## src/hdl/slc_map.vh

```
/*
  register offsets, field positions, reset values and protocol codes for
  the sensor link configuration register group.
  assumes: included by bare name from the design files under hdl/.
*/
`ifndef SLC_MAP_VH
`define SLC_MAP_VH

// register offsets on the internal register port
`define SLC_PROTOCOL_SELECT_OFS 8'h16
`define SLC_POSITION_ADDR_OFS 8'h18
`define SLC_PRIMARY_TAG_OFS 8'h1a
`define SLC_SECONDARY_TAG_OFS 8'h1b

// reset value shared by all four registers
`define SLC_REG_RESET 8'h00

// field positions
`define SLC_PROTO_MSB 2
`define SLC_PADDR_MSB 3
`define SLC_TAG_MSB 3
`define SLC_FMT_MSB 6
`define SLC_FMT_LSB 4
`define SLC_ENABLE_BIT 7

// protocol select codes
`define SLC_PROTO_DSI3_INT 3'h0
`define SLC_PROTO_PSI5_SW 3'h1
`define SLC_PROTO_DSI3_UV 3'h3
`define SLC_PROTO_PSI5_UV 3'h5

// access outcome codes
`define SLC_RESP_OK 2'h0
`define SLC_RESP_DENIED 2'h1
`define SLC_RESP_UNMAPPED 2'h2

`endif

```

## src/hdl/slc_config_regs.v

```verilog
/*
  sensor link configuration register group: protocol select, slave position
  address and two source tag registers, with deferred protocol changes,
  otp-backed address handling and register array error detection.
  assumes: the protocol engines present one register access at a time on
  the access port in the order received; otp values arrive on plain inputs
  from logic on the same clock and are stable once otp_valid_in is high.
*/
// Notes on behaviour
// [RL1] protocol select accessible only in dsi3/psi5 diagnostic
// [RL2] bits 2:0 pick protocol, pin, undervoltage
// [RL3] protocol-disabling changes wait for next reset
// [RL4] dsi3 to psi5 change keeps dsi3 until reset
// [RL5] register accesses complete in order received
// [RL6] no protocol select write during region two commit
// [RL7] all four registers under array error detection
// [RL8] zero otp address: address assigned at run time
// [RL9] nonzero otp address: discovery ignored, otp address used
// [RL10] locked region two restores otp address each reset
// [RL11] psi5: position address stored but without effect
// [RL12] position address 4 bits, upper bits zero
// [RL13] source tags accessible only in dsi3/psi5 diagnostic
// [RL14] enable bit 7, format 6:4, tag 3:0
// [RL15] enable bit turns its data source on
// [RL16] dsi3 format selects periodic field widths
// [RL17] psi5 uses ten data bits for any format
// [RL18] registers reset to zero, reserved bits stored
`timescale 1ns/100ps
`include "slc_map.vh"

module slc_config_regs
(
  input wire clk_in,
  input wire reset_in,
  // register access port from the protocol engines
  input wire access_valid_in,
  input wire access_write_in,
  input wire [7:0] access_addr_in,
  input wire [7:0] access_wdata_in,
  input wire crm_write_in,
  input wire psi5_diag_mode_in,
  output reg access_done_out,
  output reg [7:0] access_rdata_out,
  output reg [1:0] access_resp_out,
  // run-time address assignment from discovery
  input wire discovery_assign_in,
  input wire [3:0] discovery_addr_in,
  // otp interface
  input wire otp_valid_in,
  input wire [7:0] otp_protocol_select_in,
  input wire [7:0] otp_position_addr_in,
  input wire region_two_locked_in,
  input wire region_two_commit_in,
  output reg region_two_crc_fail_out,
  // resulting configuration
  output reg [2:0] active_protocol_out,
  output reg dsi3_active_out,
  output reg psi5_active_out,
  output reg psi5_test_enable_out,
  output reg bus_switch_pin_out,
  output reg interrupt_pin_out,
  output reg undervoltage_detect_out,
  output reg discovery_enable_out,
  output reg [3:0] slave_address_out,
  output reg primary_source_enable_out,
  output reg secondary_source_enable_out,
  output reg [3:0] primary_source_tag_out,
  output reg [3:0] secondary_source_tag_out,
  output reg [2:0] tag_width_out,
  output reg [1:0] keepalive_width_out,
  output reg [2:0] status_width_out,
  output reg [4:0] data_width_out,
  output reg array_error_out
);

  wire [7:0] protocol_select; // stored protocol select byte
  wire [7:0] position_addr; // stored position address byte
  wire [7:0] primary_source_tag; // first source tag byte
  wire [7:0] secondary_source_tag; // second source tag byte
  wire [3:0] parity_err; // one mismatch flag per register
  reg [2:0] latched_protocol; // protocol frozen since the last reset
  reg boot_pending; // otp reload not yet done since reset
  reg commit_write_seen; // protocol select touched during commit
  wire accessible; // dsi3 or psi5 diagnostic
  wire hit_proto; // decoded offsets
  wire hit_paddr;
  wire hit_tag0;
  wire hit_tag1;
  wire mapped;
  wire do_write; // accepted write this cycle
  wire paddr_load; // otp reload or discovery assignment
  wire [7:0] paddr_load_value;
  wire boot_load; // single reload cycle after reset
  wire [2:0] fmt_tag_w;
  wire [1:0] fmt_ka_w;
  wire [2:0] fmt_st_w;
  wire [4:0] fmt_data_w;
  reg [7:0] next_rdata;
  reg [1:0] next_resp;

  // psi5 normal mode locks the registers; psi5 diagnostic opens them
  assign accessible = dsi3_active_out | psi5_diag_mode_in; // RL1 RL13

  // address decode of the four offsets
  assign hit_proto = (access_addr_in == `SLC_PROTOCOL_SELECT_OFS);
  assign hit_paddr = (access_addr_in == `SLC_POSITION_ADDR_OFS);
  assign hit_tag0 = (access_addr_in == `SLC_PRIMARY_TAG_OFS);
  assign hit_tag1 = (access_addr_in == `SLC_SECONDARY_TAG_OFS);
  assign mapped = hit_proto | hit_paddr | hit_tag0 | hit_tag1;

  // a write lands only when mapped and permitted
  assign do_write = access_valid_in & access_write_in & accessible;

  // reload happens on the first cycle otp is valid after reset
  assign boot_load = boot_pending & otp_valid_in;

  // locked region two forces otp address back on each reset; a nonzero
  // otp address also wins, otherwise discovery may assign one
  assign paddr_load = (boot_load & (region_two_locked_in |
    (otp_position_addr_in[`SLC_PADDR_MSB:0] != 4'h0))) |
    (discovery_assign_in & discovery_enable_out); // RL10 RL8 RL9
  assign paddr_load_value = boot_load ?
    {4'h0, otp_position_addr_in[`SLC_PADDR_MSB:0]} :
    {4'h0, discovery_addr_in}; // RL12

  // protocol select register; otp value restored at boot
  slc_reg8 u_protocol_select
  (
    .clk_in(clk_in),
    .reset_in(reset_in),
    .write_in(do_write & hit_proto),
    .data_in(access_wdata_in),
    .load_value_in(otp_protocol_select_in),
    .load_in(boot_load),
    .value_out(protocol_select),
    .parity_error_out(parity_err[0])
  );

  // position address register; upper nibble always written as zero
  slc_reg8 u_position_addr
  (
    .clk_in(clk_in),
    .reset_in(reset_in),
    .write_in(do_write & hit_paddr & (crm_write_in | psi5_active_out)),
    .data_in({4'h0, access_wdata_in[`SLC_PADDR_MSB:0]}),
    .load_value_in(paddr_load_value),
    .load_in(paddr_load),
    .value_out(position_addr),
    .parity_error_out(parity_err[1])
  ); // RL12

  // primary source tag register, reserved-free layout
  slc_reg8 u_primary_tag
  (
    .clk_in(clk_in),
    .reset_in(reset_in),
    .write_in(do_write & hit_tag0),
    .data_in(access_wdata_in),
    .load_value_in(`SLC_REG_RESET),
    .load_in(1'b0),
    .value_out(primary_source_tag),
    .parity_error_out(parity_err[2])
  );

  // secondary source tag register; bits 6:4 stored, unused
  slc_reg8 u_secondary_tag
  (
    .clk_in(clk_in),
    .reset_in(reset_in),
    .write_in(do_write & hit_tag1),
    .data_in(access_wdata_in),
    .load_value_in(`SLC_REG_RESET),
    .load_in(1'b0),
    .value_out(secondary_source_tag),
    .parity_error_out(parity_err[3])
  ); // RL18

  // boot reload sequencing
  always @(posedge clk_in or posedge reset_in)
  begin
    if (reset_in)
    begin
      boot_pending <= 1'b1;
    end
    else if (otp_valid_in)
    begin
      boot_pending <= 1'b0;
    end
  end

  // protocol in force is sampled only at boot: later register writes,
  // even to otp, never switch a running link off
  always @(posedge clk_in or posedge reset_in)
  begin
    if (reset_in)
    begin
      latched_protocol <= `SLC_PROTO_DSI3_INT;
    end
    else if (boot_load)
    begin
      latched_protocol <= otp_protocol_select_in[`SLC_PROTO_MSB:0]; // RL3 RL4
    end
  end

  // commit guard: a protocol write during region two commit breaks crc;
  // the flag is sticky until the next commit starts clean
  always @(posedge clk_in or posedge reset_in)
  begin
    if (reset_in)
    begin
      commit_write_seen <= 1'b0;
      region_two_crc_fail_out <= 1'b0;
    end
    else
    begin
      if (region_two_commit_in & do_write & hit_proto)
      begin
        commit_write_seen <= 1'b1; // RL6
      end
      else if (!region_two_commit_in)
      begin
        commit_write_seen <= 1'b0;
      end
      // fail shown when a commit ends after a protocol write
      if (commit_write_seen & !region_two_commit_in)
      begin
        region_two_crc_fail_out <= 1'b1; // RL6
      end
      else if (region_two_commit_in & !commit_write_seen)
      begin
        region_two_crc_fail_out <= 1'b0;
      end
    end
  end

  // one access answered per cycle, strictly in arrival order
  always @*
  begin
    next_rdata = 8'h00;
    next_resp = `SLC_RESP_OK;
    if (!mapped)
    begin
      next_resp = `SLC_RESP_UNMAPPED;
    end
    else if (!accessible)
    begin
      next_resp = `SLC_RESP_DENIED; // RL1 RL13
    end
    else if (!access_write_in)
    begin
      case (1'b1)
        hit_proto: next_rdata = protocol_select;
        hit_paddr: next_rdata = position_addr;
        hit_tag0: next_rdata = primary_source_tag;
        default: next_rdata = secondary_source_tag;
      endcase
    end
  end

  // registered answer one cycle after the request
  always @(posedge clk_in or posedge reset_in)
  begin
    if (reset_in)
    begin
      access_done_out <= 1'b0;
      access_rdata_out <= 8'h00;
      access_resp_out <= `SLC_RESP_OK;
    end
    else
    begin
      access_done_out <= access_valid_in; // RL5
      if (access_valid_in)
      begin
        access_rdata_out <= next_rdata;
        access_resp_out <= next_resp;
      end
    end
  end

  // format field decode
  slc_format_decode u_format
  (
    .format_in(primary_source_tag[`SLC_FMT_MSB:`SLC_FMT_LSB]),
    .psi5_in(psi5_active_out),
    .tag_width_out(fmt_tag_w),
    .keepalive_width_out(fmt_ka_w),
    .status_width_out(fmt_st_w),
    .data_width_out(fmt_data_w)
  ); // RL14

  // configuration outputs follow the latched protocol and register values
  always @(posedge clk_in or posedge reset_in)
  begin
    if (reset_in)
    begin
      active_protocol_out <= `SLC_PROTO_DSI3_INT;
      dsi3_active_out <= 1'b1;
      psi5_active_out <= 1'b0;
      psi5_test_enable_out <= 1'b0;
      bus_switch_pin_out <= 1'b0;
      interrupt_pin_out <= 1'b1;
      undervoltage_detect_out <= 1'b0;
      discovery_enable_out <= 1'b1;
      slave_address_out <= 4'h0;
      primary_source_enable_out <= 1'b0;
      secondary_source_enable_out <= 1'b0;
      primary_source_tag_out <= 4'h0;
      secondary_source_tag_out <= 4'h0;
      tag_width_out <= 3'h0;
      keepalive_width_out <= 2'h2;
      status_width_out <= 3'h4;
      data_width_out <= 5'h0a;
      array_error_out <= 1'b0;
    end
    else
    begin
      active_protocol_out <= latched_protocol;
      // unlisted codes fall back to the dsi3 interrupt configuration
      case (latched_protocol) // RL2
        `SLC_PROTO_PSI5_SW:
        begin
          dsi3_active_out <= 1'b0;
          psi5_active_out <= 1'b1;
          psi5_test_enable_out <= 1'b1;
          bus_switch_pin_out <= 1'b1;
          interrupt_pin_out <= 1'b0;
          undervoltage_detect_out <= 1'b0;
        end
        `SLC_PROTO_DSI3_UV:
        begin
          dsi3_active_out <= 1'b1;
          psi5_active_out <= 1'b0;
          psi5_test_enable_out <= 1'b0;
          bus_switch_pin_out <= 1'b1;
          interrupt_pin_out <= 1'b0;
          undervoltage_detect_out <= 1'b1;
        end
        `SLC_PROTO_PSI5_UV:
        begin
          dsi3_active_out <= 1'b0;
          psi5_active_out <= 1'b1;
          psi5_test_enable_out <= 1'b1;
          bus_switch_pin_out <= 1'b1;
          interrupt_pin_out <= 1'b0;
          undervoltage_detect_out <= 1'b1;
        end
        default:
        begin
          dsi3_active_out <= 1'b1;
          psi5_active_out <= 1'b0;
          psi5_test_enable_out <= 1'b0;
          bus_switch_pin_out <= 1'b0;
          interrupt_pin_out <= 1'b1;
          undervoltage_detect_out <= 1'b0;
        end
      endcase
      // discovery only when otp holds no address and dsi3 runs
      discovery_enable_out <= dsi3_active_out &
        (otp_position_addr_in[`SLC_PADDR_MSB:0] == 4'h0); // RL8 RL9
      // psi5: address held but presented as zero to the link
      slave_address_out <= psi5_active_out ? 4'h0 :
        position_addr[`SLC_PADDR_MSB:0]; // RL11
      primary_source_enable_out <=
        primary_source_tag[`SLC_ENABLE_BIT]; // RL15
      secondary_source_enable_out <=
        secondary_source_tag[`SLC_ENABLE_BIT]; // RL15
      primary_source_tag_out <= primary_source_tag[`SLC_TAG_MSB:0];
      secondary_source_tag_out <= secondary_source_tag[`SLC_TAG_MSB:0];
      tag_width_out <= fmt_tag_w; // RL16 RL17
      keepalive_width_out <= fmt_ka_w;
      status_width_out <= fmt_st_w;
      data_width_out <= fmt_data_w;
      array_error_out <= |parity_err; // RL7
    end
  end

endmodule // slc_config_regs

```

## src/hdl/slc_reg8.v

```verilog
/*
  one 8-bit configuration register with a per-register parity bit.
  assumes: single clock, asynchronous active-high reset, write strobe from
  the same clock domain.
*/
`timescale 1ns/100ps
`include "slc_map.vh"

module slc_reg8
(
  input wire clk_in,
  input wire reset_in,
  input wire write_in,
  input wire [7:0] data_in,
  input wire [7:0] load_value_in,
  input wire load_in,
  output reg [7:0] value_out,
  output wire parity_error_out
);

  reg parity; // even parity stored alongside the value

  // store a write or a load (reset-time reload or discovery assignment); a load wins over a write
  always @(posedge clk_in or posedge reset_in)
  begin
    if (reset_in)
    begin
      value_out <= `SLC_REG_RESET; // RL18
      parity <= 1'b0;
    end
    else if (load_in)
    begin
      value_out <= load_value_in;
      parity <= ^load_value_in;
    end
    else if (write_in)
    begin
      value_out <= data_in;
      parity <= ^data_in;
    end
  end

  // any odd number of flipped bits in the stored byte shows as a mismatch
  assign parity_error_out = (^value_out) ^ parity; // RL7

endmodule // slc_reg8

```

## src/hdl/slc_format_decode.v

```verilog
/*
  decodes the periodic frame format field into field widths.
  assumes: purely combinational, inputs already on the register clock.
*/
`timescale 1ns/100ps
`include "slc_map.vh"

module slc_format_decode
(
  input wire [2:0] format_in,
  input wire psi5_in,
  output reg [2:0] tag_width_out,
  output reg [1:0] keepalive_width_out,
  output reg [2:0] status_width_out,
  output reg [4:0] data_width_out
);

  // dsi3 table; psi5 always uses a bare 10-bit data field
  always @*
  begin
    tag_width_out = 3'h0;
    keepalive_width_out = 2'h0;
    status_width_out = 3'h0;
    data_width_out = 5'h0a;
    if (!psi5_in) // RL16
    begin
      case (format_in)
        3'h0:
        begin
          keepalive_width_out = 2'h2;
          status_width_out = 3'h4;
        end
        3'h1:
        begin
          tag_width_out = 3'h4;
          keepalive_width_out = 2'h2;
          status_width_out = 3'h4;
        end
        3'h2:
        begin
          status_width_out = 3'h4;
          data_width_out = 5'h0c;
        end
        3'h3:
        begin
          tag_width_out = 3'h4;
          status_width_out = 3'h4;
          data_width_out = 5'h0c;
        end
        3'h4:
        begin
          keepalive_width_out = 2'h2;
        end
        3'h5:
        begin
          data_width_out = 5'h10;
        end
        3'h6:
        begin
          status_width_out = 3'h4;
          data_width_out = 5'h10;
        end
        default:
        begin
          tag_width_out = 3'h4;
          status_width_out = 3'h4;
          data_width_out = 5'h10;
        end
      endcase
    end
    // psi5 leaves the 10-bit default for every format value
    // RL17
  end

endmodule // slc_format_decode

```

## config.mk

```make
export PLATFORM = sky130hd
export DESIGN_NAME = slc_config_regs
export DESIGN_NICKNAME = d
export VERILOG_FILES = /design/src/hdl/slc_config_regs.v /design/src/hdl/slc_reg8.v /design/src/hdl/slc_format_decode.v
export VERILOG_INCLUDE_DIRS = /design/src /design/src/hdl
export SDC_FILE = /design/constraint.sdc
export NUM_CORES = 1
export LEC_CHECK = 0
export BUFFER_PORTS_ARGS = -buffer_cell sky130_fd_sc_hd__buf_2
export CAP_MARGIN = 5
export CORE_AREA = 2 2 91 93
export CTS_BUF_LIST = sky130_fd_sc_hd__clkbuf_8
export DETAILED_ROUTE_END_ITERATION = 16
export DIE_AREA = 0 0 93 95
export PLACE_DENSITY_LB_ADDON = 0.3
export REMOVE_ABC_BUFFERS = 1
export SETUP_SLACK_MARGIN = 0.3
export SYNTH_ARGS = -nofsm -noshare
export SYNTH_HDL_FRONTEND = slang
export SYNTH_SLANG_ARGS = --single-unit
```

## constraint.sdc

```tcl
create_clock -name clk_in -period 2.2 [get_ports clk_in]
set_input_delay 0 -clock clk_in [delete_from_list [all_inputs] [get_ports clk_in]]
set_output_delay 0 -clock clk_in [all_outputs]
set_load 0.01 [all_outputs]
```

=== Word-level counts from Yosys, hierarchy flattened ===
Cells that the tools add are included.

* Equality and inequality tests: 14
* Bitwise logic cells: 26
* Reduce and logical (&&, ||, !) cells: 24
* Muxes and demuxes: 35

{| class="wikitable"
|+ Operators by type and width
! kind !! count
|-
| two-way mux 8 bit || 10
|-
| parity 8 bit || 8
|-
| equality test 8 x 5 -> 1 bit (second input constant) || 4
|-
| bitwise AND 1 bit || 15
|-
| two-way mux 1 bit || 14
|-
| equality test 3 bit (second input constant) || 4
|-
| two-way mux 3 bit || 4
|-
| case mux 5 bit (2 select lines) || 1
|-
| equality test 3 x 2 -> 1 bit (second input constant) || 3
|-
| two-way mux 4 bit || 2
|-
| OR reduction 2 bit || 4
|-
| bitwise OR 1 bit || 7
|-
| equality test 3 x 1 -> 1 bit (second input constant) || 2
|-
| two-way mux 2 bit || 3
|-
| nonzero test 2 bit || 3
|-
| OR reduction 3 bit || 2
|-
| two-way mux 5 bit || 1
|-
| OR reduction 5 bit || 1
|-
| logical NOT 4 bit || 1
|-
| nonzero test 4 bit || 1
|-
| OR reduction 4 bit || 1
|-
| XOR 1 bit || 4
|-
| logical NOT 3 bit || 1
|-
| logical NOT 1 bit || 2
|-
| != test 2 x 1 -> 1 bit (second input constant) || 1
|}

* Word-level logic and storage cells: 131
* Bits of input ports: 46
* Bits in registers: 90

=== Depth between registers and ports, before layout ===
Gate-level depths: netlist of the first run.

* Word-level depth: 7
* Depth in mapped cells: 7
* Mapped depth without buffers: 6

=== Modules after synthesis ===
Synthesis of the first run repeated with hierarchy kept, for this count alone.

* Cells, all modules: 452
* Area total of the unflattened synthesis: 4748.3 sq um

{| class="wikitable"
|+ Modules (own cells, without submodules)
! module !! sequential area each (sq um) !! times used !! cells each !! area an instance (sq um)
|-
| slc_reg8 || 225.2 || 4 || 62 || 606.8
|-
| slc_config_regs || 1361.3 || 1 || 186 || 2207.1
|-
| slc_format_decode || 0.0 || 1 || 18 || 113.9
|}

=== Least setup slack after synthesis of the first run ===
OpenSTA, ideal clock, no wires.

* Path type: register to register
* From: reg dsi3_active_out
* To: reg u_primary_tag.value_out[0]
* Setup slack: 0.309 ns
* Arrival: 1.766 ns
* Path buffers: 1
* Period minus slack after synthesis: 1.891 ns
* Stages on the path, launching flop included: 5
* Cells stage by stage: dfstp_2 o211ai_1 nor4_1 clkbuf_1 mux2_2

* Longest elaborated chain between the ends: 3

{| class="wikitable"
|+ RTL lines
! item !! line !! RTL
|-
| from (decl) || slc_config_regs.v:57 || <nowiki>output reg dsi3_active_out,</nowiki>
|-
| from (signal assigned) || slc_config_regs.v:297 || <nowiki>dsi3_active_out <= 1'b1;</nowiki>
|-
| from (signal assigned) || slc_config_regs.v:322 || <nowiki>dsi3_active_out <= 1'b0;</nowiki>
|-
| from (signal assigned) || slc_config_regs.v:331 || <nowiki>dsi3_active_out <= 1'b1;</nowiki>
|-
| bitwise OR 1 bit || slc_config_regs.v:102 || <nowiki>assign accessible = dsi3_active_out | psi5_diag_mode_in;</nowiki>
|-
| bitwise AND 1 bit || slc_config_regs.v:112 || <nowiki>assign do_write = access_valid_in & access_write_in & accessible;</nowiki>
|-
| bitwise AND 1 bit || slc_config_regs.v:157 || <nowiki>.write_in(do_write & hit_tag0),</nowiki>
|-
| to (signal assigned) || slc_reg8.v:28 || <nowiki>value_out <= `SLC_REG_RESET;</nowiki>
|-
| to (signal assigned) || slc_reg8.v:33 || <nowiki>value_out <= load_value_in;</nowiki>
|-
| to (signal assigned) || slc_reg8.v:38 || <nowiki>value_out <= data_in;</nowiki>
|-
| to (decl) || slc_reg8.v:17 || <nowiki>output reg [7:0] value_out,</nowiki>
|}

Every way passes these cells.
A chain may end at the register's enable or synchronous reset.

=== Final worst setup path of the first run ===
* From: reg dsi3_active_out
* To: reg u_position_addr.value_out[2]

* Longest elaborated chain between the ends: 5

{| class="wikitable"
|+ RTL lines
! item !! line !! RTL
|-
| bitwise OR 1 bit || slc_config_regs.v:102 ||
|-
| bitwise AND 1 bit || slc_config_regs.v:112 ||
|-
| bitwise AND 1 bit (2 in series) || slc_config_regs.v:144 || <nowiki>.write_in(do_write & hit_paddr & (crm_write_in | psi5_active_out)),</nowiki>
|-
| nonzero test 2 bit (no line) || - ||
|-
| to (signal assigned) || slc_reg8.v:28 ||
|-
| to (signal assigned) || slc_reg8.v:33 ||
|-
| to (signal assigned) || slc_reg8.v:38 ||
|-
| to (decl) || slc_reg8.v:17 ||
|}

Every way passes these cells.

==> results of run 1 <==
[routing by layer]
| layer | up-vias | GRT usage | routed length (um) |
|---|---|---|---|
| li1 | 1358 | - | - |
| met1 | 1373 | 0.273 | 3770 |
| met2 | 79 | 0.323 | 3950 |
| met3 | 12 | 0.0295 | 352 |
| met4 | 0 | 0.0748 | 119 |
| met5 | - | 0 | 0 |
[cells in the mapped netlist, types with 4 or more instances]
master     instances
buf_4              7
clkbuf_1          10
xor2_1             8
dfstp_2            8
mux2_2            20
inv_1             19
nor2_1            10
and2_1             4
mux2i_1           23
o22ai_1            9
dfrtp_1           72
a21oi_1            6
a2bb2oi_1          4
o21ai_0           17
xnor2_1           39
nand2_1           42
nor2b_1            7
[area by class of cell]
| type | instances | area [um^2] |
|---|---|---|
| Clock buffer | 11 | 151 |
| Clock inverter | 5 | 38.8 |
| Fill cell | 697 | 3090 |
| Inverter | 19 | 72.6 |
| Multi-Input combinational cell | 224 | 1620 |
| Sequential cell | 80 | 2010 |
| Tap cell | 105 | 131 |
| Timing Repair Buffer | 125 | 806 |
[flip-flops by register name, indices dropped and copies added, names as in the netlist, 8 cells and up]
name                         flops
access_rdata_out                 8
u_primary_tag.value_out          8
u_protocol_select.value_out      8
u_secondary_tag.value_out        8
[what timing repair did]
action,CTS,global route
buffers inserted,0,3
hold endpoints to repair,69,0
hold buffers,27,0
setup endpoints to repair,0,12
[cells by family (layout without fill, tap and decap cells)]
logic type               Yosys count  count (layout)  synth area share
AO/OA/AOI/OAI                     43              43            0.0695
flip-flops                        80              80             0.530
adder cells (fa/ha/maj)            3               3           0.00988
AND/OR/NAND/NOR                   80              80             0.108
buffers and inverters             39             160            0.0481
multiplexers                      45              45             0.126
XOR/XNOR                          47              47             0.108
other                              1               6          0.000987
[power by group]
group / total [mW] / switching (mW) / internal [mW] / leakage, nW
clock: 1.02 / 0.540 / 0.479 / 0.0963
combinational: 0.466 / 0.227 / 0.239 / 1.28
sequential: 1.60 / 0.0531 / 1.54 / 1.04
[worst max-delay path by stage]
stage,start,endpoint,slack (ns),depth (start not counted)
after floorplan,dsi3_active_out$_DFF_PP1_,u_primary_tag.value_out[0]$_DFFE_PP0P_,-0.13,3
after global placement,access_addr_in[5],access_rdata_out[6]$_DFFE_PP0P_,0.24,6
after detailed placement,access_addr_in[5],access_rdata_out[6]$_DFFE_PP0P_,0.19,6
after CTS,dsi3_active_out$_DFF_PP1_,u_position_addr.value_out[0]$_DFFE_PP0P_,0.35,4
after global routing,dsi3_active_out$_DFF_PP1_,u_position_addr.parity$_DFFE_PP0P_,0.31,6
final,dsi3_active_out$_DFF_PP1_,u_position_addr.value_out[2]$_DFFE_PP0P_,0.41,6
[through the flow]
stage | instances | area, um^2 | power (mW)
final | 569 | 4830 | 3.08
after global routing | 569 | 4830 | 3.22
after CTS | 566 | 4810 | 3.11
after detailed placement | 523 | 4350 | 2.06
after global placement | 523 | 4350 | 2.04
after floorplan | 323 | 3710 | 1.89
==> impl_metrics.json, run 1 <==
{
  "status": "finished clean",
  "finalSetupTns_ns": 0,
  "dieArea_um2": 8840,
  "synth_area_um2": 3800,
  "overflow": 0,
  "hold-path-cell-count": 2,
  "pre_cts_ws_ns": 0.193,
  "holdWs_ns": 0.00927,
  "ys_seq_elements": 80,
  "cts_tree": "built",
  "end_kind": "flop",
  "clk_latency_ns": 0.35,
  "min_period_over_period": 0.816,
  "ant_nets": 0,
  "slew_headroom": 0.550,
  "syn_area_per_cell_um2": 11.2,
  "ys_seq_area_frac": 0.530,
  "htree_levels": 3,
  "vias": 2822,
  "syn_inst": 338,
  "nets": 508,
  "slowest_stage": "dfstp_2",
  "synth_edf_count": 0,
  "synth_largest_area_cell": "dfrtp_1",
  "finalSetupViolCount": 0,
  "r2r_setup_slack_ns": 0.41,
  "grt_pass1_wl_um": 13600,
  "worstMarginPinSlew_ns": 0.675,
  "gp_congestion": 0.798,
  "clock_path_buffers": 2,
  "rows": 33,
  "crit_path_max_incr_delay_ns": 0.59,
  "worstPathMaxFanout": 5,
  "cts-root-buf": "clkbuf_8",
  "cts.clk_slew.worst_paths_ns": 0.08,
  "coreArea_um2": 7930,
  "cts_buffers": 9,
  "die_height_um": 95,
  "rsz0062_at_grt": "no",
  "first_pass_iters": 5,
  "drive_gt1_frac": 0.315,
  "netlist.area_leader.share": 0.474,
  "fin_skew_ns": 0.00859,
  "fmax_mhz": 557,
  "cp_top_family": "flip-flops",
  "drtIter0Drc": 133,
  "grt_pass1_vias": 2783,
  "path_buf_inv": 2,
  "drc_errors": 0,
  "place_hpwl_um": 6180,
  "critPathLaunchType": "flop",
  "min_to": "u_secondary_tag.value_out[3]$_DFFE_PP0P_",
  "crit_chain": "o211ai_1 > buf_4 > nor4b_4 > buf_4 > mux2i_1 > o21ai_0",
  "viasPerCell": 4.96,
  "min_path_type": "input port to flop",
  "r2r_end": "u_position_addr.value_out[2]$_DFFE_PP0P_",
  "final_common_cell": "buf_2",
  "async_reset_ff_frac": 1.00,
  "period_minus_slack_ns": 1.79,
  "port_buffers": 85,
  "most-common-layout-cells": "85 x buf_2, 72 x dfrtp_1, 42 x nand2_1",
  "yosysUniqueCellTypes": 40,
  "synth_top_flop_cell": "dfrtp_1",
  "grt_max_degree": 45,
  "fin_ws_ns": 0.406,
  "r2r_cells": 6,
  "boundaryPins": 96,
  "hold_start": "access_wdata_in[3]",
  "powerDensity_nw_per_um2": 638,
  "ys_warn_count": 0,
  "crit_required_ns": 2.42,
  "cts_resized": 0,
  "synthToLayoutAreaGrowth_pct": 27.3,
  "hold_viol_final": 0,
  "arrival_ns": 2.02,
  "final_util": 0.610,
  "crit_top_cell": "buf_4",
  "irDropWorstVdd_uv": 339,
  "drt_wl_total_um": 8190,
  "antenna_cells": 0,
  "power.leakage_nw": 2.42,
  "start_util": 0.479,
  "clock_sinks": 80,
  "track_usage": 0.199,
  "synthTopCellsByArea": "dfrtp_1 47%, xnor2_1 9.0%, mux2i_1 6.1%",
  "r2r-start": "dsi3_active_out$_DFF_PP1_",
  "path_class": "flop to flop",
  "slew_violations": 0,
  "wl_per_cell_um": 14.4,
  "cap_violations": 0,
  "die_x_um": 93,
  "grt_antenna_before_repair": 0
}
Note: power is estimated with default switching activity, not from simulation.
==> inputs of run 2 (changes only) <==
==> constraint.sdc (replaced) <==
create_clock -name clk_in -period 1.7 [get_ports clk_in]
set_input_delay 0 -clock clk_in [delete_from_list [all_inputs] [get_ports clk_in]]
set_output_delay 0 -clock clk_in [all_outputs]
set_load 0.01 [all_outputs]
==> impl_metrics.json, run 2 (synthesized netlist as in run 1, its figures left out) <==
{
  "wl_per_cell_um": 15.3,
  "grt_max_degree": 31,
  "viasPerCell": 4.91,
  "violations": "negative hold slack",
  "final_common_cell": "buf_2",
  "period_minus_slack_ns": 1.69,
  "finalSetupTns_ns": 0,
  "critPathLaunchType": "flop",
  "crit_chain": "o211ai_1 > nor4_2 > buf_4 > mux2_2",
  "crit_required_ns": 1.94,
  "most-common-layout-cells": "84 x buf_2, 72 x dfrtp_1, 42 x nand2_1",
  "arrival_ns": 1.92,
  "path_class": "flop to flop",
  "use_met1": 0.288,
  "cts_tree": "built",
  "multiInputGateArea_um2": 1720,
  "drtIter0Drc": 160,
  "end_kind": "flop",
  "p_int_mw": 3.18,
  "clock_sinks": 80,
  "use_met2": 0.326,
  "r2r-start": "dsi3_active_out$_DFF_PP1_",
  "rsz0062_at_grt": "yes",
  "track_usage": 0.209,
  "p_sw_mw": 1.06,
  "boundaryPins": 96,
  "crit_start": "dsi3_active_out$_DFF_PP1_",
  "clock_path_buffers": 2,
  "slew_headroom": 0.641,
  "overflow": 0,
  "first_pass_iters": 4,
  "nets": 514,
  "clk_latency_ns": 0.35,
  "finalSetupViolCount": 0,
  "grt_pass1_wl_um": 14000,
  "vias": 2822,
  "fin_skew_ns": 0.0119,
  "cts-root-buf": "clkbuf_8",
  "cts.clk_slew.worst_paths_ns": 0.08,
  "cts_buffers": 9,
  "coreArea_um2": 7930,
  "holdWs_ns": -0.0672,
  "die_x_um": 93,
  "fmax_mhz": 593,
  "place_hpwl_um": 6300,
  "ff_latch_area_um2": 2010,
  "hold_start": "otp_position_addr_in[3]",
  "slew_violations": 0,
  "power.leakage_nw": 2.49,
  "min_path_type": "input port to flop",
  "synthToLayoutAreaGrowth_pct": 32.6,
  "rows": 33,
  "fin_ws_ns": 0.0140,
  "port_buffers": 85,
  "fillers": 684,
  "clkPwrFrac": 0.365,
  "status": "finished with violations",
  "htree_levels": 3,
  "crit_path_max_incr_delay_ns": 0.54,
  "grt_pass1_vias": 2765,
  "ant_nets": 0,
  "die_height_um": 95,
  "grtUsageMet3": 0.0519,
  "drc_errors": 0,
  "slowest_stage": "dfstp_2",
  "drt_wl_total_um": 8790,
  "cap_violations": 0,
  "hold_viol_final": 1,
  "worstPathMaxFanout": 10,
  "combPwrFrac": 0.148,
  "powerDensity_nw_per_um2": 842,
  "seqPwrFrac": 0.487,
  "swShare": 0.251,
  "irDropWorstVdd_uv": 386,
  "gp_congestion": 0.882,
  "worstMarginPinSlew_ns": 0.537,
  "dieArea_um2": 8840,
  "min_period_over_period": 0.992,
  "pre_cts_ws_ns": -0.268,
  "start_util": 0.479,
  "top_usage_layer": "met2",
  "grt_antenna_before_repair": 0,
  "drive_gt1_frac": 0.366,
  "antenna_cells": 0
}
run 2: changes by cell type in the layout (fill, tap and decap cells not counted), moves of 4 or more:
cell,previous run,this run
o22ai_1,9,1
buf_4,12,17
o22ai_2,0,8
dlygate4sd3_1,27,23
buf_6,0,5
run 2: power groups by stage:
stage	registers, mW	logic (mW)	clock network [mW]
final	2.07	0.628	1.55
after global routing	2.08	0.690	1.65
after CTS	2.07	0.626	1.58
after detailed placement	2.10	0.571	0
after global placement	2.10	0.559	0
after floorplan	2.11	0.333	0
run 2: worst max-delay path, delay by kind of cell, from the launching register on:
kind            cells  cell delay, ns
buf+inv             1            0.26
flops               1            0.54
simple gates        1            0.31
compound gates      1            0.13
mux                 1            0.34
run 2: cell type report:
type / count / area share
clock inverters: 6 / 0.0169
multi-input cells: 224 / 0.342
well taps: 105 / 0.0261
flip-flops and latches: 80 / 0.399
repair buffers: 131 / 0.174
clock buffers: 10 / 0.0273
inverters: 19 / 0.0144
run 2: metal layers:
layer,vias up,part of all wire,wire length [um]
li1,1374,-,-
met1,1356,0.46,4070
met5,-,0,0
met4,0,0.017,149
met2,80,0.47,4130
met3,12,0.050,438
run 2: per-stage QoR:
step	utilization	area (um^2)	total power [mW]	cells
3_3_place_gp	0.557	4420	2.66	530
5_1_grt	0.635	5040	4.42	575
4_1_cts	0.628	4980	4.27	571
6_report	0.635	5040	4.24	575
3_5_place_dp	0.557	4420	2.67	530
2_1_floorplan	-	3710	2.44	323
run 2: final timing paths:
path	depth (start not counted)	to	slack (ns)
worst max-delay path	4	u_primary_tag.value_out[6]$_DFFE_PP0P_	0.01
worst min-delay path	3	discovery_enable_out$_DFF_PP1_	-0.07
worst max register to register	4	u_primary_tag.value_out[6]$_DFFE_PP0P_	0.01
worst min register to register	0	active_protocol_out[0]$_DFF_PP0_	0.46
max in group asynchronous	4	discovery_enable_out$_DFF_PP1_	0.89
min in group asynchronous	3	slave_address_out[2]$_DFF_PP0_	0.22
run 2: repair_timing:
action | in CTS | in global routing
endpoints found under the setup margin | 41 | 42
hold buffers | 21 | 2
pin swaps | 14 | 7
resized for setup | 19 | 6
endpoints found under the hold margin | 53 | 2
buffers inserted | 4 | 2
==> inputs of run 3 (changes only) <==
--- a/config.mk
+++ b/config.mk
@@ -6,12 +6,14 @@
 export SDC_FILE = /design/constraint.sdc
 export NUM_CORES = 1
 export LEC_CHECK = 0
+export ABC_AREA = 1
 export BUFFER_PORTS_ARGS = -buffer_cell sky130_fd_sc_hd__buf_2
 export CAP_MARGIN = 5
-export CORE_AREA = 2 2 91 93
+export CORE_AREA = 2 2 97 99
 export CTS_BUF_LIST = sky130_fd_sc_hd__clkbuf_8
 export DETAILED_ROUTE_END_ITERATION = 16
-export DIE_AREA = 0 0 93 95
+export DIE_AREA = 0 0 99 101
+export GPL_ROUTABILITY_DRIVEN = 0
 export PLACE_DENSITY_LB_ADDON = 0.3
 export REMOVE_ABC_BUFFERS = 1
 export SETUP_SLACK_MARGIN = 0.3
==> impl_metrics.json, run 3 <==
{
  "clkPwrFrac": 0.304,
  "seqPwrFrac": 0.486,
  "syn_area_per_cell_um2": 7.61,
  "hold-path-cell-count": 5,
  "wl_per_cell_um": 14.1,
  "vias": 4153,
  "cts.clk_slew.worst_paths_ns": 0.08,
  "swShare": 0.306,
  "drtIter0Drc": 241,
  "grt_max_degree": 45,
  "grt_pass1_wl_um": 17500,
  "powerDensity_nw_per_um2": 753,
  "syn_inst": 574,
  "synth_top_flop_cell": "dfrtp_1",
  "hold_start": "discovery_addr_in[3]",
  "netlist.area_leader.share": 0.413,
  "synth.most_common_cell": "nand2_1",
  "path_buf_inv": 2,
  "irDropWorstVdd_uv": 593,
  "synthToLayoutAreaGrowth_pct": 36.2,
  "combPwrFrac": 0.210,
  "drive_gt1_frac": 0.324,
  "design_area_um2": 5950,
  "arrival_ns": 1.73,
  "min_to": "u_position_addr.value_out[3]$_DFFE_PP0P_",
  "fillers": 717,
  "overflow": 0,
  "min_path_type": "input port to flop",
  "crit_required_ns": 1.94,
  "grt_pass1_vias": 3793,
  "rsz0062_at_grt": "yes",
  "critPathLaunchType": "flop",
  "finalSetupViolCount": 0,
  "hold_viol_final": 0,
  "r2r_end": "u_secondary_tag.value_out[3]$_DFFE_PP0P_",
  "slew_violations": 0,
  "synth_area_um2": 4370,
  "ys_seq_area_frac": 0.461,
  "cts-root-buf": "clkbuf_8",
  "dp_cells": 764,
  "synth_compound_area_frac": 0.0702,
  "final_cells": 830,
  "viasPerCell": 5.00,
  "track_usage": 0.223,
  "synthAdderAreaFrac": 0.00860,
  "synth_top_family_by_area": "simple AND/OR/NAND/NOR gates",
  "path_class": "flop to flop",
  "ys_warn_count": 0,
  "slowest_stage": "dfstp_2",
  "final_common_cell": "nand2_1",
  "cts_tree": "built",
  "worstPathMaxFanout": 6,
  "synth_largest_area_cell": "dfrtp_1",
  "async_reset_ff_frac": 1.00,
  "end_kind": "flop",
  "crit_chain": "nor2_4 > nor2_4 > nand2_4 > clkinv_8 > nand3_4 > clkbuf_16 > nand2_4 > o21ai_2",
  "crit_path_max_incr_delay_ns": 0.57,
  "cts_buffers": 9,
  "fin_skew_ns": 0.0132,
  "synth-xor-area-share": 0.0341,
  "cap_violations": 0,
  "die_x_um": 99,
  "synth_edf_count": 0,
  "synth-simple-area-share": 0.319,
  "power.leakage_nw": 3.32,
  "dieArea_um2": 10000,
  "boundaryPins": 96,
  "clk_latency_ns": 0.36,
  "synth.area.mux_share": 0.00258,
  "start_util": 0.486,
  "htree_levels": 3,
  "fin_ws_ns": 0.206,
  "place_hpwl_um": 7650,
  "rows": 35,
  "pre_cts_ws_ns": 0.102,
  "coreArea_um2": 8980,
  "r2r_setup_slack_ns": 0.21,
  "clock_sinks": 80,
  "holdWs_ns": 0.0196,
  "p_sw_mw": 1.37,
  "cp_top_family": "flip-flops",
  "nets": 763,
  "r2r_cells": 8,
  "p_int_mw": 3.10,
  "clock_path_buffers": 2,
  "die_height_um": 101,
  "grt_antenna_before_repair": 0,
  "synthTopCellsByArea": "dfrtp_1 41%, nand2_1 19%, inv_1 7.0%",
  "min_period_over_period": 0.879,
  "drt_wl_total_um": 11700,
  "antenna_cells": 0,
  "yosys-top-cells-count": "217 x nand2_1, 81 x inv_1, 72 x dfrtp_1",
  "yosysUniqueCellTypes": 37,
  "port_buffers": 85,
  "first_pass_iters": 5,
  "power_mw": 4.47,
  "r2r-start": "dsi3_active_out$_DFF_PP1_",
  "most-common-layout-cells": "189 x nand2_1, 85 x buf_2, 76 x inv_1",
  "period_minus_slack_ns": 1.49,
  "ant_nets": 0,
  "drc_errors": 0,
  "ys_seq_elements": 80,
  "placed_area_um2": 4890,
  "fmax_mhz": 669,
  "status": "finished clean"
}
==> run 3: cell types whose count changed after synthesis, moves of 5 or more <==
| cell | change |
|---|---|
| inv_2 | +6 |
| mux2i_1 | -23 |
| inv_1 | +62 |
| o21ai_0 | +5 |
| nor2_1 | +34 |
| clkbuf_1 | -6 |
| nand3_1 | +29 |
| nor2b_1 | -7 |
| o21ai_2 | +10 |
| nand2_2 | +5 |
| xnor2_1 | -27 |
| mux2_2 | -19 |
| nand2_1 | +175 |
==> run 3: kinds of logic after synthesis <==
family	after synthesis
AO/OA/AOI/OAI	48
multiplexers	1
AND/OR/NAND/NOR	319
XOR/XNOR	17
adder cells (fa/ha/maj)	3
flip-flops	80
buffers and inverters	105
other	1
==> run 3: per-layer routing <==
metal | part of all wire | global-route usage
met1 | 0.40 | 0.272
met2 | 0.52 | 0.388
met3 | 0.052 | 0.0381
met4 | 0.028 | 0.0980
met5 | 0 | 0
==> run 3: tightest hold or removal path: cells and delay by family <==
kind                   cells  cell delay, ns
AND/OR/NAND/NOR            3            0.19
buffers and inverters      1            0.09
AO/OA/AOI/OAI              1            0.06
==> run 3: power groups by stage <==
stage | logic, mW | clock network, mW | registers [mW]
2_1_floorplan | 0.479 | 0 | 2.22
3_3_place_gp | 0.774 | 0 | 2.20
4_1_cts | 0.860 | 1.39 | 2.17
6_report | 0.940 | 1.36 | 2.17
3_5_place_dp | 0.798 | 0 | 2.20
5_1_grt | 1.06 | 1.48 | 2.19
==> run 3: worst max-delay path by stage <==
stage	start	to	slack, ns	cells past startpoint
final	dsi3_active_out$_DFF_PP1_	u_secondary_tag.value_out[3]$_DFFE_PP0P_	0.21	8
after global routing	u_primary_tag.value_out[4]$_DFFE_PP0P_	array_error_out$_DFF_PP0_	0.12	13
after CTS	dsi3_active_out$_DFF_PP1_	u_protocol_select.parity$_DFFE_PP0P_	0.26	9
after detailed placement	boot_pending$_DFFE_PP1P_	u_position_addr.value_out[1]$_DFFE_PP0P_	0.10	7
after global placement	boot_pending$_DFFE_PP1P_	u_position_addr.parity$_DFFE_PP0P_	0.16	8
after floorplan	reset_in	access_done_out$_DFF_PP0_	-0.34	1
==> run 3: through the flow <==
step / TNS (ns) / utilization
2_1_floorplan: -24.37 / -
3_3_place_gp: 0 / 0.544
3_5_place_dp: 0 / 0.544
4_1_cts: 0 / 0.603
5_1_grt: 0 / 0.662
6_report: 0 / 0.662
==> run 3: layout make-up <==
type                       count  area, um^2  area share
multi-input combinational    398        2270       0.383
sequential                    80        2010       0.338
timing repair buffer         138         966       0.162
inverter                      87         364      0.0612
tap                          111         139      0.0234
clock buffer                   9         124      0.0208
clock inverter                 7        66.3      0.0112
==> run 3: what timing repair did <==
item | 4_1_cts | 5_1_grt
hold buffers | 22 | 0
gates cloned | 0 | 7
endpoints found under the hold margin | 99 | 0
endpoints found under the setup margin | 33 | 41
pin swaps | 7 | 27
gates resized for setup | 23 | 88
setup buffers | 6 | 15
